### src/hw/ccs_pkg.sv
// Constants and types for the core clock and sleep controller.
// Assumes a single 50 MHz system clock drives all controller logic.
package ccs_pkg;

    // ------------------------------------------------------------
    // Timing
    // ------------------------------------------------------------
    localparam int unsigned CLK_PERIOD_NS = 20;
    localparam int unsigned SEC_NS        = 1_000_000_000;
    localparam int unsigned SEC_CYCLES    = SEC_NS / CLK_PERIOD_NS;
    localparam int unsigned WAKE_MAX_NS   = 1_000_000;
    localparam int unsigned WAKE_MAX_CYC  = WAKE_MAX_NS / CLK_PERIOD_NS;
    localparam int unsigned HALF_MHZ_HZ   = 500_000;
    localparam int unsigned HZ_PER_MS     = 1_000;
    localparam int unsigned HALF_MHZ_PER_MS = HALF_MHZ_HZ / HZ_PER_MS;

    // ------------------------------------------------------------
    // Frequency codes, in units of 0.5 MHz
    // ------------------------------------------------------------
    localparam int unsigned FW     = 8;
    localparam int unsigned DIV_W  = 28;
    localparam int unsigned BAUD_W = 18;
    localparam int unsigned SMALL_N = 8;
    localparam int unsigned LARGE_N = 10;
    localparam logic [FW-1:0] SMALL_LIST [SMALL_N] = '{
        8'h60, 8'h50, 8'h3c, 8'h28, 8'h14, 8'h0a, 8'h02, 8'h01};
    localparam logic [FW-1:0] LARGE_LIST [LARGE_N] = '{
        8'hf0, 8'hc8, 8'ha0, 8'h78, 8'h60, 8'h50, 8'h3c, 8'h28,
        8'h14, 8'h0a};
    localparam logic [FW-1:0] F_SMALL_RESET = 8'h50;
    localparam logic [FW-1:0] F_LARGE_RESET = 8'hc8;
    localparam logic [FW-1:0] F_1MHZ        = 8'h02;
    localparam logic [FW-1:0] F_HALF_MHZ    = 8'h01;

    // ------------------------------------------------------------
    // Console limits and feature enables
    // ------------------------------------------------------------
    localparam logic [BAUD_W-1:0] BAUD_MAX_1MHZ = 18'h012c0;
    localparam logic [BAUD_W-1:0] BAUD_MAX_HALF = 18'h00960;
    localparam int unsigned FEAT_TICK  = 0;
    localparam int unsigned FEAT_I2C   = 1;
    localparam int unsigned FEAT_PULSE = 2;
    localparam int unsigned FEAT_TEMP  = 3;
    localparam int unsigned FEAT_IR    = 4;
    localparam int unsigned FEAT_COUNT = 5;
    localparam int unsigned FEAT_SECOND_SERIAL_PORT  = 6;
    localparam int unsigned FEAT_N     = 7;
    localparam logic [FEAT_N-1:0] FEAT_ALL = 7'h7f;

    typedef enum logic [1:0] {
        ST_RUN     = 2'b00,
        ST_UNTIMED = 2'b10,
        ST_TIMED   = 2'b01,
        ST_WAKE    = 2'b11
    } ccs_state_t;

    typedef enum logic [1:0] {
        DV_IDLE = 2'b00,
        DV_CON  = 2'b01,
        DV_UART = 2'b11
    } ccs_div_t;

endpackage

### src/hw/ccs_divider.sv
// Sequential restoring divider, one quotient bit per clock.
// Assumes the caller holds no second start while busy.
module ccs_divider
    import ccs_pkg::*;
#(
    parameter int unsigned W = DIV_W
)(
    input  wire logic         i_sys_clk,
    input  wire logic         i_rst,
    input  wire logic         i_start,
    input  wire logic [W-1:0] i_num,
    input  wire logic [W-1:0] i_den,
    output logic              o_busy,
    output logic              o_done,
    output logic [W-1:0]      o_quot
);

    logic [W-1:0]         num_q;
    logic [W-1:0]         den_q;
    logic [W:0]           rem_q;
    logic [$clog2(W+1)-1:0] cnt_q;
    logic [W:0]           trial;

    always_comb
    begin
        trial = {rem_q[W-1:0], num_q[W-1]};
    end

    always_ff @(posedge i_sys_clk)
    begin
        if (i_rst)
        begin
            num_q  <= '0;
            den_q  <= '0;
            rem_q  <= '0;
            cnt_q  <= '0;
            o_busy <= 1'b0;
            o_done <= 1'b0;
            o_quot <= '0;
        end
        else
        begin
            o_done <= 1'b0;
            if (i_start && !o_busy)
            begin
                num_q  <= i_num;
                den_q  <= i_den;
                rem_q  <= '0;
                cnt_q  <= ($clog2(W+1))'(W);
                o_busy <= 1'b1;
            end
            else if (o_busy)
            begin
                num_q <= {num_q[W-2:0], 1'b0};
                if (trial >= {1'b0, den_q})
                begin
                    rem_q  <= trial - {1'b0, den_q};
                    o_quot <= {o_quot[W-2:0], 1'b1};
                end
                else
                begin
                    rem_q  <= trial;
                    o_quot <= {o_quot[W-2:0], 1'b0};
                end
                cnt_q <= cnt_q - 1'b1;
                if (cnt_q == 1)
                begin
                    o_busy <= 1'b0;
                    o_done <= 1'b1;
                end
            end
        end
    end

endmodule

### src/hw/ccs_top.sv
// Core clock selection, dependent rate correction and sleep control.
// Assumes wake and abort pins are asynchronous; all else is on i_sys_clk.
module ccs_top
    import ccs_pkg::*;
#(
    parameter bit          LARGE_VARIANT = 1'b0,
    parameter int unsigned SEC_CYC       = SEC_CYCLES,
    parameter int unsigned WAKE_MAX      = WAKE_MAX_CYC,
    parameter int unsigned SECS_W        = 16
)(
    input  wire logic              i_sys_clk,
    input  wire logic              i_rst,
    input  wire logic              i_freq_req,
    input  wire logic [FW-1:0]     i_freq_half_mhz,
    input  wire logic [BAUD_W-1:0] i_console_baud,
    input  wire logic              i_uart_open,
    input  wire logic [BAUD_W-1:0] i_uart_baud,
    input  wire logic              i_sleep_req,
    input  wire logic [SECS_W-1:0] i_sleep_secs,
    input  wire logic              i_abort_en,
    input  wire logic              i_abort_pin,
    input  wire logic              i_wake_pin,
    input  wire logic              i_ir_active,
    output logic [FW-1:0]          o_freq_half_mhz,
    output logic                   o_freq_ack,
    output logic                   o_freq_reject,
    output logic [17:0]            o_ms_prescale,
    output logic [DIV_W-1:0]       o_console_div,
    output logic [DIV_W-1:0]       o_uart_div,
    output logic                   o_div_busy,
    output logic                   o_console_limited,
    output logic [FEAT_N-1:0]      o_feature_en,
    output logic                   o_core_halt,
    output logic                   o_wake_pin_input,
    output logic                   o_ir_decode_start,
    output logic                   o_time_advance,
    output logic [SECS_W-1:0]      o_slept_secs,
    output logic                   o_sleep_aborted
);

    // ------------------------------------------------------------
    // Frequency list
    // ------------------------------------------------------------
    function automatic logic freq_ok(input logic [FW-1:0] f);
        logic ok;
        ok = 1'b0;
        if (LARGE_VARIANT)
        begin
            for (int i = 0; i < LARGE_N; i++)
                if (f == LARGE_LIST[i])
                    ok = 1'b1;
        end
        else
        begin
            for (int i = 0; i < SMALL_N; i++)
                if (f == SMALL_LIST[i])
                    ok = 1'b1;
        end
        return ok;
    endfunction

    localparam logic [FW-1:0] F_RESET =
        LARGE_VARIANT ? F_LARGE_RESET : F_SMALL_RESET;

    function automatic logic is_low(input logic [FW-1:0] f);
        return (f == F_1MHZ) || (f == F_HALF_MHZ);
    endfunction

    // ------------------------------------------------------------
    // Pin synchronisers
    // ------------------------------------------------------------
    logic [1:0] pin_meta_q;
    logic [1:0] pin_sync_q;
    logic       wake_s;
    logic       abort_s;

    always_ff @(posedge i_sys_clk)
    begin
        if (i_rst)
        begin
            pin_meta_q <= '0;
            pin_sync_q <= '0;
        end
        else
        begin
            pin_meta_q <= {i_abort_pin, i_wake_pin};
            pin_sync_q <= pin_meta_q;
        end
    end

    assign wake_s  = pin_sync_q[0];
    assign abort_s = pin_sync_q[1];

    // ------------------------------------------------------------
    // Frequency selection
    // ------------------------------------------------------------
    ccs_state_t      state_q;
    ccs_div_t        dv_q;
    logic            freq_go;
    logic            div_start;
    logic            div_done;
    logic            div_busy;
    logic [DIV_W-1:0] div_quot;
    logic [DIV_W-1:0] freq_hz;
    logic [BAUD_W-1:0] con_baud;
    logic              con_cap;

    assign freq_go = i_freq_req && (state_q == ST_RUN) &&
                     freq_ok(i_freq_half_mhz) && (dv_q == DV_IDLE);

    always_ff @(posedge i_sys_clk)
    begin
        if (i_rst)
        begin
            o_freq_half_mhz <= F_RESET;
            o_ms_prescale   <= 18'(F_RESET * HALF_MHZ_PER_MS);
            o_feature_en    <= FEAT_ALL;
            o_freq_ack      <= 1'b0;
            o_freq_reject   <= 1'b0;
        end
        else
        begin
            o_freq_ack    <= freq_go;
            o_freq_reject <= i_freq_req && !freq_go;
            if (freq_go)
            begin
                // SPI and PWM follow the core clock untouched; every o_feature_en bit, I2C included, is cleared at 1 MHz and 0.5 MHz
                o_freq_half_mhz <= i_freq_half_mhz;
                o_ms_prescale   <= 18'(i_freq_half_mhz *
                                       HALF_MHZ_PER_MS);
                o_feature_en    <= is_low(i_freq_half_mhz) ?
                                   '0 : FEAT_ALL;
            end
        end
    end

    // ------------------------------------------------------------
    // Serial divisor recompute
    // ------------------------------------------------------------
    always_comb
    begin
        con_cap  = 1'b0;
        con_baud = i_console_baud;
        if (o_freq_half_mhz == F_1MHZ && i_console_baud > BAUD_MAX_1MHZ)
        begin
            con_cap  = 1'b1;
            con_baud = BAUD_MAX_1MHZ;
        end
        else if (o_freq_half_mhz == F_HALF_MHZ &&
                 i_console_baud > BAUD_MAX_HALF)
        begin
            con_cap  = 1'b1;
            con_baud = BAUD_MAX_HALF;
        end
    end

    assign freq_hz   = DIV_W'(o_freq_half_mhz * HALF_MHZ_HZ);
    assign div_start = (dv_q != DV_IDLE) && !div_busy && !div_done;

    ccs_divider #(.W(DIV_W)) u_div (
        .i_sys_clk (i_sys_clk),
        .i_rst     (i_rst),
        .i_start   (div_start),
        .i_num     (freq_hz),
        .i_den     (dv_q == DV_CON ? DIV_W'(con_baud)
                                   : DIV_W'(i_uart_baud)),
        .o_busy    (div_busy),
        .o_done    (div_done),
        .o_quot    (div_quot)
    );

    always_ff @(posedge i_sys_clk)
    begin
        if (i_rst)
        begin
            dv_q              <= DV_CON;
            o_console_div     <= '0;
            o_uart_div        <= '0;
            o_div_busy        <= 1'b1;
            o_console_limited <= 1'b0;
        end
        else
        begin
            o_console_limited <= con_cap;
            unique case (dv_q)
                DV_IDLE:
                    if (freq_go)
                    begin
                        dv_q       <= DV_CON;
                        o_div_busy <= 1'b1;
                    end
                DV_CON:
                    if (div_done)
                    begin
                        o_console_div <= div_quot;
                        dv_q          <= i_uart_open ? DV_UART : DV_IDLE;
                        o_div_busy    <= i_uart_open;
                    end
                DV_UART:
                    if (div_done)
                    begin
                        o_uart_div <= div_quot;
                        dv_q       <= DV_IDLE;
                        o_div_busy <= 1'b0;
                    end
                default:
                    dv_q <= DV_IDLE;
            endcase
        end
    end

    // ------------------------------------------------------------
    // Sleep control
    // ------------------------------------------------------------
    logic [31:0]       sec_cnt_q;
    logic              sec_tick;
    logic              wake_ref_q;
    logic              abort_ref_q;
    logic [SECS_W-1:0] target_q;
    logic              pin_edge;
    logic              abort_hit;
    logic              timed_q;

    assign sec_tick  = (sec_cnt_q == SEC_CYC - 1);
    assign pin_edge  = wake_s != wake_ref_q;
    // Sampling once a second needs a held abort level
    assign abort_hit = i_abort_en && (abort_s != abort_ref_q);

    always_ff @(posedge i_sys_clk)
    begin
        if (i_rst || state_q != ST_TIMED || sec_tick)
            sec_cnt_q <= '0;
        else
            sec_cnt_q <= sec_cnt_q + 32'h1;
    end

    always_ff @(posedge i_sys_clk)
    begin
        if (i_rst)
        begin
            state_q           <= ST_RUN;
            o_core_halt       <= 1'b0;
            o_wake_pin_input  <= 1'b0;
            o_ir_decode_start <= 1'b0;
            o_time_advance    <= 1'b0;
            o_slept_secs      <= '0;
            o_sleep_aborted   <= 1'b0;
            wake_ref_q        <= 1'b0;
            abort_ref_q       <= 1'b0;
            target_q          <= '0;
            timed_q           <= 1'b0;
        end
        else
        begin
            o_ir_decode_start <= 1'b0;
            o_time_advance    <= 1'b0;
            unique case (state_q)
                ST_RUN:
                    if (i_sleep_req && dv_q == DV_IDLE)
                    begin
                        o_core_halt     <= 1'b1;
                        o_sleep_aborted <= 1'b0;
                        o_slept_secs    <= '0;
                        target_q        <= i_sleep_secs;
                        wake_ref_q      <= wake_s;
                        abort_ref_q     <= abort_s;
                        timed_q         <= i_sleep_secs != '0;
                        if (i_sleep_secs == '0)
                        begin
                            o_wake_pin_input <= 1'b1;
                            state_q          <= ST_UNTIMED;
                        end
                        else
                            state_q <= ST_TIMED;
                    end
                ST_UNTIMED:
                    if (pin_edge)
                    begin
                        o_ir_decode_start <= i_ir_active;
                        o_wake_pin_input  <= 1'b0;
                        state_q           <= ST_WAKE;
                    end
                ST_TIMED:
                    if (sec_tick)
                    begin
                        o_slept_secs <= o_slept_secs + 1'b1;
                        if (abort_hit)
                        begin
                            o_sleep_aborted <= 1'b1;
                            state_q         <= ST_WAKE;
                        end
                        else if (o_slept_secs + 1'b1 == target_q)
                            state_q <= ST_WAKE;
                    end
                ST_WAKE:
                begin
                    o_time_advance <= timed_q;
                    o_core_halt    <= 1'b0;
                    state_q        <= ST_RUN;
                end
            endcase
        end
    end

    // ------------------------------------------------------------
    // Checks
    // ------------------------------------------------------------
    logic [31:0] wake_lat_q;

    always_ff @(posedge i_sys_clk)
    begin
        if (i_rst || !o_core_halt || timed_q)
            wake_lat_q <= '0;
        else if (pin_edge || wake_lat_q != 0)
            wake_lat_q <= wake_lat_q + 32'h1;
    end

    a_freq_listed: assert property (@(posedge i_sys_clk)
        disable iff (i_rst) freq_ok(o_freq_half_mhz))
        else $error("Core frequency outside the supported list");

    a_reset_freq: assert property (@(posedge i_sys_clk)
        i_rst |=> o_freq_half_mhz == F_RESET)
        else $error("Wrong power-on frequency");

    a_reject_keep: assert property (@(posedge i_sys_clk)
        disable iff (i_rst)
        i_freq_req && !freq_ok(i_freq_half_mhz)
        |=> o_freq_reject && $stable(o_freq_half_mhz))
        else $error("Unsupported frequency not rejected");

    a_ms_follow: assert property (@(posedge i_sys_clk)
        disable iff (i_rst)
        o_ms_prescale == 18'(o_freq_half_mhz * HALF_MHZ_PER_MS))
        else $error("Timekeeping prescale out of step");

    a_console_cap: assert property (@(posedge i_sys_clk)
        disable iff (i_rst)
        (dv_q == DV_CON && div_done && o_freq_half_mhz == F_HALF_MHZ)
        |=> o_console_div >= DIV_W'(HALF_MHZ_HZ / BAUD_MAX_HALF))
        else $error("Console baud above low-speed limit");

    a_low_feat: assert property (@(posedge i_sys_clk)
        disable iff (i_rst)
        o_feature_en == (is_low(o_freq_half_mhz) ? '0 : FEAT_ALL))
        else $error("Feature enables disagree with frequency");

    a_halt_sleep: assert property (@(posedge i_sys_clk)
        disable iff (i_rst)
        (state_q == ST_RUN && i_sleep_req && dv_q == DV_IDLE)
        |=> o_core_halt throughout (state_q != ST_RUN)[*1])
        else $error("Core not halted in sleep");

    a_wake_edge: assert property (@(posedge i_sys_clk)
        disable iff (i_rst)
        (state_q == ST_UNTIMED && pin_edge)
        |=> state_q == ST_WAKE && o_ir_decode_start == $past(i_ir_active)
            ##1 !o_core_halt)
        else $error("Wake pin edge did not wake the core");

    a_wake_bound: assert property (@(posedge i_sys_clk)
        disable iff (i_rst) wake_lat_q < WAKE_MAX)
        else $error("Wake from pin took too long");

    a_timed_end: assert property (@(posedge i_sys_clk)
        disable iff (i_rst)
        (state_q == ST_TIMED && sec_tick && !abort_hit &&
         o_slept_secs + 1'b1 == target_q)
        |=> state_q == ST_WAKE ##1 o_time_advance && !o_core_halt)
        else $error("Timed sleep did not end on time");

    a_abort_wake: assert property (@(posedge i_sys_clk)
        disable iff (i_rst)
        (state_q == ST_TIMED && sec_tick && abort_hit)
        |=> state_q == ST_WAKE && o_sleep_aborted)
        else $error("Abort pin did not end timed sleep");

endmodule

### config.mk
export PLATFORM = sky130hd
export DESIGN_NAME = ccs_top
export DESIGN_NICKNAME = d
export VERILOG_FILES = /design/src/hw/ccs_pkg.sv /design/src/hw/ccs_divider.sv /design/src/hw/ccs_top.sv
export SDC_FILE = /design/constraint.sdc
export NUM_CORES = 1
export LEC_CHECK = 0
export ABC_AREA = 1
export BUFFER_PORTS_ARGS = -buffer_cell sky130_fd_sc_hd__buf_4
export CORE_MARGIN = 2
export CORE_UTILIZATION = 60
export CTS_CLUSTER_SIZE = 25
export DETAILED_ROUTE_END_ITERATION = 6
export HOLD_SLACK_MARGIN = 0.05
export PLACE_DENSITY = 0.81
export SKIP_CTS_REPAIR_TIMING = 1
export SLEW_MARGIN = 40
export SYNTH_ARGS = -nofsm -noshare
export SYNTH_HDL_FRONTEND = slang
export SYNTH_HIERARCHICAL = 1
export SYNTH_SLANG_ARGS = --single-unit
export TNS_END_PERCENT = 100
### constraint.sdc
create_clock -name i_sys_clk -period 5.9 [get_ports i_sys_clk]
set_input_delay 1.18 -clock i_sys_clk [delete_from_list [all_inputs] [get_ports i_sys_clk]]
set_output_delay 1.18 -clock i_sys_clk [all_outputs]
set_load 0.02 [all_outputs]
* Word level (Yosys, flattened, before mapping) *
Cells that the tools add are included.

word-level totals
  register bits = 284
  output and inout port bits = 114

cells by class
  add/subtract/negate cells = 4
  multiply operators = 2
  $lt $le $gt $ge = 3
  equal/unequal tests = 30
  muxes and demuxes = 53
  bitwise operators = 5
  reductions and logical operators = 42

operators by type and width
  kind                                                                               number
  18-bit two-way mux                                                                 3
  27-bit two-way mux                                                                 2
  32-bit by 1-bit adder with 32-bit output, second input constant                    1
  32-bit by 26-bit equality test with 1-bit output, second input constant            1
  16-bit two-way mux                                                                 2
  16-bit one-hot mux with 2 select lines                                             1
  29-bit by 28-bit greater-or-equal comparator with 1-bit output                     1
  28-bit two-way mux                                                                 1
  28-bit subtractor                                                                  1
  1-bit two-way mux                                                                  25
  8-bit by 14-bit multiplier with 22-bit output, second input constant               1
  2-bit two-way mux                                                                  10
  18-bit by 12-bit greater-than comparator with 1-bit output, second input constant  1
  18-bit by 13-bit greater-than comparator with 1-bit output, second input constant  1
  16-bit by 1-bit adder with 16-bit output, second input constant                    1
  16-bit equality test                                                               1
  8-bit by 1-bit equality test with 1-bit output, second input constant              2
  8-bit by 2-bit equality test with 1-bit output, second input constant              2
  8-bit by 6-bit equality test with 1-bit output, second input constant              2
  8-bit by 7-bit equality test with 1-bit output, second input constant              2
  16-bit logical NOT                                                                 1
  4-bit AND reduction                                                                4
  16-bit nonzero test                                                                1
  8-bit by 7-bit multiplier with 15-bit output, second input constant                1
  other kinds (27)                                                                   71

* Depth between registers and ports, before layout *
Gate-level depths: netlist of the first run.

  depth after elaboration = 13
  depth in mapped cells = 22
  depth with buffers taken out = 22

* Hierarchy *
The synthesis of the first run kept the hierarchy.

modules (own cells, without submodules)
  module       instances  cells each  area an instance (sq um)
  ccs_top      1          1,424       10,657.7
  ccs_divider  1          1,116       7,086.8

* Worst setup path after synthesis of the first run *
Ideal clock, no wire load.

  path type = input port to flip-flop
  from = input port i_freq_half_mhz[1]
  to = register o_ms_prescale[13]
  setup time = 0.121 ns
  arrival time = 4.542 ns
  data required time = 5.779 ns
  slack = 1.238 ns
  stages on the path = 17
  path buffers = 0
  cell sequence = inv_1 > fa_1 > inv_1 > fa_1 > inv_1 > fa_1 > fa_1 > inv_1 > ha_1 > nand2_1 > o21ai_0 > a21oi_1 > nor2_1 > o21ai_0 > nand2_1 > xor2_1 > a21oi_1

between the ends
  word-level cells in the longest chain between the ends = 11
  elaborated cells between the ends (all ways) = 19
  classes of those cells = 1 x mul; 8 x eq/ne; 8 x mux; 2 x reduce/logical

RTL lines
  element                                                                                                line            source
  start: declaration                                                                                     ccs_top.sv:14   input wire logic [FW-1:0] i_freq_half_mhz,
  parallel branches: the longest is 11 deep, another holds 8-bit by 7-bit multiplier with 15-bit output  -
  end signal: assignment                                                                                 ccs_top.sv:116  o_ms_prescale <= 18'(F_RESET * HALF_MHZ_PER_MS);
  end signal: assignment                                                                                 ccs_top.sv:129  o_ms_prescale <= 18'(i_freq_half_mhz *
  end: declaration                                                                                       ccs_top.sv:27   output logic [17:0] o_ms_prescale,

Several ways; the timed one is not identified.
A chain may end at the register's enable or synchronous reset.

* Worst setup path in the final report of the first run *
  from = input port i_freq_half_mhz[2]
  to = register o_ms_prescale[14]

Same word-level chain as after synthesis.

==> reports/metrics.yaml, run 1 <==
outcome:
  status: "finished clean"
cells_and_area:
  diodes: 0
  layout-drive-gt1-share_pct: 11.6
  finalInstanceArea_mm2: 0.0203
  fin_util_pct: 70.2
  synthToLayoutAreaGrowth_pct: 14.4
  fin_nets: 2940
die:
  num_rows: 62
  chipWidth_um: 176
  initial_core_util_pct: 61.3
  die_area_mm2: 0.0310
  die_h_um: 176
  core_area_mm2: 0.0289
  pin_count: 183
global_routing:
  overflow: 0
  grt_use_total_pct: 29.5
  antenna_found_initial: 0
  grt_pass1_wl_um: 75900
  first_global_vias: 15900
  grt_max_degree: 83
routing:
  routed_wl_um: 46200
  firstDrtPassIters: 5
  wl_met3_um: 2700
  via_per_inst: 5.37
  top_layer_used: "met4"
  vias: 16600
  wl_met1_um: 20700
  remaining_drc_errors: 0
  dr_wl_met2_um: 21700
  drt_iter0_drc: 1348
  final_antenna_net_count: 0
  avgRoutedWirePerCell_um: 14.9
clocking:
  cts_root_buf: "clkbuf_16"
  cts_tree: "done"
  cts_made_buffers: 30
  clock_latency_ps: 570
  clk_pin_slew_worst_paths_ps: 60
  cts.path.max_buffers: 3
  clock_sinks: 281
  htreeDepth: 1
yosys:
  yosys-top-cells-count: "nand2_1 (598), inv_1 (400), dfxtp_1 (281)"
  syn_area_per_cell_um2: 6.99
  syn_inst: 2540
  async_reset_ff_share_pct: 0
  synth.top_cell.area_share_pct: 31.7
  yosys-top-cells-area: "dfxtp_1 (32%), nand2_1 (13%), ha_1 (10%)"
  synth_seq_cells: 281
  seq_area_frac_synth_pct: 31.7
  synth_area_leader_cell: "dfxtp_1"
  synth_edf_count: 0
  ys.warnings.count: 6
  synth_most_common_cell: "nand2_1"
  synth_ff_type: "dfxtp_1"
  syn_area_mm2: 0.0177
  ys_types: 67
placed_design:
  hpwl_um: 34300
  portBuffers: 179
  gp_congestion: 0.976
  placed_cell_area_mm2: 0.0193
  detailedPlace.worstSlack_ps: 873
worst_setup_path:
  cp-end-kind: "flop"
  cp-start-kind: "input pin"
  critPathMaxFanout: 6
  critical_path_required_ps: 6350
  crit_type: "in2reg"
  cp.arrival_ps: 4920
sta:
  setup_slack_ps: 1430
  fin_skew_ps: 15.6
  period_minus_slack_ps: 4470
  finalSetupTns_ps: 0
  period_share_pct: 75.8
  worst_slew_pin_slew_ps: 956
  fmax_ghz: 0.224
  slew_violations: 0
  setup_viol: 0
  hold_viol: 0
  slew_headroom_pct: 35.8
  rsz0062_at_grt: "false"
power_and_ir_drop:
  cellPowerDensity_mw_per_mm2: 260
  ir_worst_vdd_mv: 0.207
  p_leak_nw: 10.2
run:
  max-cap-violations: 0
hold_path:
  hp-class: "reg2reg"
-- layout make-up --
type | count | area [um^2]
Clock buffer | 38 | 831
Clock inverter | 18 | 213
Fill cell | 2448 | 8630
Inverter | 410 | 1540
Multi-Input combinational cell | 1774 | 10200
Sequential cell | 281 | 5630
Tap cell | 384 | 480
Timing Repair Buffer | 190 | 1430
-- logic make-up (layout without fill, tap and decap cells) --
group | count (synthesis) | after routing | share of synthesized area (%)
and+or+nand+nor | 1117 | 1117 | 27.3
buffers and inverters | 503 | 656 | 11.4
AOI/OAI and AO/OA | 400 | 400 | 12.2
DFF | 281 | 281 | 31.7
adders and majority gates | 184 | 184 | 14.6
xor gates and xnor gates | 54 | 54 | 2.74
other | 1 | 19 | 0.0211
-- registers in the layout, summed over array words and instances, names as in the netlist, 16 cells and up --
register and count:
u_div/rem_q 28, u_div/num_q 28, sec_cnt_q 32, u_div/den_q 28
u_div/o_quot 28, o_slept_secs 16, o_uart_div 28, o_console_div 28
target_q 16
-- power breakdown --
group | internal (mW) | switching, mW | total [mW]
registers | 1.99 | 0.0614 | 2.05
clock network | 1.14 | 0.808 | 1.95
logic | 0.444 | 0.849 | 1.29
total | 3.57 | 1.72 | 5.29
-- metrics by stage --
stage	instances	hold slack, ps	power, mW
after global routing	3095	431	5.58
after CTS	3095	415	5.31
final	3095	411	5.29
after detailed placement	3039	402	3.36
after global placement	3039	390	3.32
after floorplan	2558	388	3.04
-- cell usage in the layout, fill, tap and decap left out, drive strengths merged, types with 4 or more instances in the layout --
cell type,Yosys,layout
o22ai,8,8
clkbuf,60,38
nor3,38,38
nor4,9,9
o211ai,13,13
dfxtp,281,281
a211oi,4,4
a21o,5,5
xnor2,15,15
nand4,26,26
o21ai,165,165
clkinv,2,12
nand3b,7,7
nand3,150,150
nor2,262,262
buf,33,190
nor3b,4,4
fa,39,39
and2,4,4
a21oi,179,179
xor2,38,38
nand2,607,607
ha,145,145
inv,408,410
conb,1,19
o21bai,5,5
or2,8,8
-- worst max-delay path: stages --
cell     delay (ps)
buf_4           130
inv_1           130
fa_1            520
inv_1            50
fa_1            520
inv_1            50
fa_1            500
fa_1            510
inv_1            40
ha_1            340
a21oi_1         210
o21ai_0         150
a21oi_1         210
o21ai_0         130
xnor2_1         160
a21oi_1          80
-- per-layer routing --
| metal | GRT usage, % | up-vias |
|---|---|---|
| met4 | 7.89 | 0 |
| met3 | 3.34 | 88 |
| met2 | 50.9 | 519 |
| met5 | 0 | - |
| li1 | - | 8317 |
| met1 | 39.5 | 7707 |
-- worst paths after layout --
kind / start / endpoint / slack [ps] / cells after the start
max: i_freq_half_mhz[2] / o_ms_prescale[14] / 1430 / 16
min: pin_meta_q[1] / pin_sync_q[1] / 410 / 2
min reg2reg: pin_meta_q[1] / pin_sync_q[1] / 410 / 2
max reg2reg: o_freq_half_mhz[2] / u_div/num_q[25] / 1780 / 18
Note: power is estimated with default switching activity, not from simulation.
==> run 2, diff against run 1 <==
- clock period: 5.9 -> 4.4 ns (I/O delays scaled with it)
==> reports/metrics.yaml, run 2 (synthesized netlist as in run 1, its figures left out) <==
global_routing:
  overflow: 0  # unchanged
  use_met2_pct: 52.1  # +1.2 points
  gr-usage-met3_pct: 2.56  # -0.78 points
  first_global_vias: 15900  # -0.27%
  top_usage_layer: "met2"
  antenna_found_initial: 0  # unchanged
  met1_usage_pct: 39.5  # +0.063 points
  grt_use_total_pct: 29.8  # +0.26 points
  grt_pass1_wl_um: 76300  # +0.53%
  grt_max_degree: 72  # -13%
cells_and_area:
  final_cell_mix: "nand2_1 (598), inv_1 (398), dfxtp_1 (280)"
  regMostFlops: "sec_cnt_q"
  largest_reg_flops: 32  # unchanged
  finalInstanceArea_mm2: 0.0205  # +0.96%
  layout-drive-gt1-share_pct: 12.4  # +0.82 points
  mostFrequentLayoutCell: "nand2_1"
  diodes: 0  # unchanged
  fin_util_pct: 70.9  # +0.67 points
  fin_nets: 2970  # +1.0%
  synthToLayoutAreaGrowth_pct: 15.5
power_and_ir_drop:
  cellPowerDensity_mw_per_mm2: 348  # +34%
  ir_worst_vdd_mv: 0.318  # +53%
  p_leak_nw: 10.3  # +1.2%
die:
  chipWidth_um: 176  # unchanged
  initial_core_util_pct: 61.3  # unchanged
  die_h_um: 176  # unchanged
  pin_count: 183  # unchanged
  core_area_mm2: 0.0289  # unchanged
  num_rows: 62  # unchanged
  die_area_mm2: 0.0310  # unchanged
routing:
  firstDrtPassIters: 5  # unchanged
  avgRoutedWirePerCell_um: 15.0  # +0.22%
  final_antenna_net_count: 0  # unchanged
  remaining_drc_errors: 0  # unchanged
  vias: 16600  # -0.024%
  drt_iter0_drc: 1135  # -16%
  routed_wl_um: 46800  # +1.2%
  via_per_inst: 5.32  # -0.98%
sta:
  period_minus_slack_ps: 4150
  hold_viol: 0  # unchanged
  rsz0062_at_grt: "false"
  finalSetupTns_ps: 0  # unchanged
  fin_skew_ps: 12.1  # -3.54 ps
  worst_slew_pin_slew_ps: 833  # -122 ps
  setup_slack_ps: 253  # -1180 ps
  period_share_pct: 94.2
  slew_violations: 0  # unchanged
  slew_headroom_pct: 44.4  # +8.7 points
  whs_ps: 402  # -9.15 ps
  setup_viol: 0  # unchanged
  fmax_ghz: 0.241
worst_setup_path:
  critical_path_required_ps: 4860  # -1490 ps
  cp.arrival_ps: 4610  # -310 ps
  crit_type: "in2reg"
  critPathMaxFanout: 5  # -1
  r2r_slack_ps: 520  # -1260 ps
  cp-end-kind: "flop"
  cp-start-kind: "input pin"
placed_design:
  detailedPlace.worstSlack_ps: -297  # -1170 ps
  portBuffers: 179  # unchanged
  gp_congestion: 0.968  # -0.78%
  placed_cell_area_mm2: 0.0195  # +1.2%
  hpwl_um: 35400  # +3.1%
clocking:
  clk_pin_slew_worst_paths_ps: 60  # about the same
  cts_made_buffers: 30  # unchanged
  clock_latency_ps: 580  # about the same
  clock_sinks: 281  # unchanged
  cts.path.max_buffers: 3  # unchanged
  cts_root_buf: "clkbuf_16"
  cts_tree: "done"
  htreeDepth: 1  # unchanged
hold_path:
  hp-class: "reg2reg"
run:
  max-cap-violations: 0  # unchanged
outcome:
  status: "finished clean"
## run 2: cell count changes in the layout (fill, tap and decap cells not counted), moves of 2 or more
cell and delta:
clkinv_2 -4, clkbuf_1 +4, buf_4 +31, bufinv_16 -2, clkbuf_8 +3
## run 2: power by group
group | switching (mW) | internal [mW] | leakage [nW]
clock | 1.07 | 1.46 | 0.490
combinational | 1.17 | 0.688 | 7.57
sequential | 0.0816 | 2.67 | 2.28
total | 2.32 | 4.81 | 10.3
## run 2: worst max-delay path, stage by stage
cell and delay, ps:
buf_4 110, buf_4 150, fa_1 550, xor2_1 170, ha_1 250, inv_1 80, fa_1 440, fa_1 510
inv_1 40, ha_1 310, a21oi_1 210, o21ai_0 150, a21oi_1 200, nor2_1 90, o21ai_0 170, nand2_1 80
xor2_1 140, a21oi_1 80
## run 2: area by class of cell
cell class | count | area, um^2
clock buffer | 45 | 887
clock inverter | 11 | 125
fill | 2433 | 8430
inverter | 410 | 1540
multi-input combinational | 1774 | 10200
sequential | 281 | 5630
tap | 384 | 480
timing repair buffer | 220 | 1650
## run 2: per-layer routing
metal  up-vias  wire (um)  part of all wire (%)
met1      7711      21200                    45
met2       451      22200                    48
met5         -          0                     0
met3        81       2280                   4.9
met4         0       1090                   2.3
li1       8384          -                     -
## run 2: path summary, 6_finish.rpt
check / start / cells after the start / endpoint
min: pin_meta_q[0] / 2 / pin_sync_q[0]
max: i_freq_half_mhz[1] / 18 / o_ms_prescale[13]
max reg2reg: o_freq_half_mhz[2] / 18 / u_div/num_q[25]
min reg2reg: pin_meta_q[0] / 2 / pin_sync_q[0]
## run 2: through the flow
stage | power [mW] | cells
floorplan | 4.08 | 2558
detailed placement | 4.62 | 3069
global route | 7.52 | 3125
CTS | 7.16 | 3125
finish | 7.14 | 3125
global placement | 4.57 | 3069
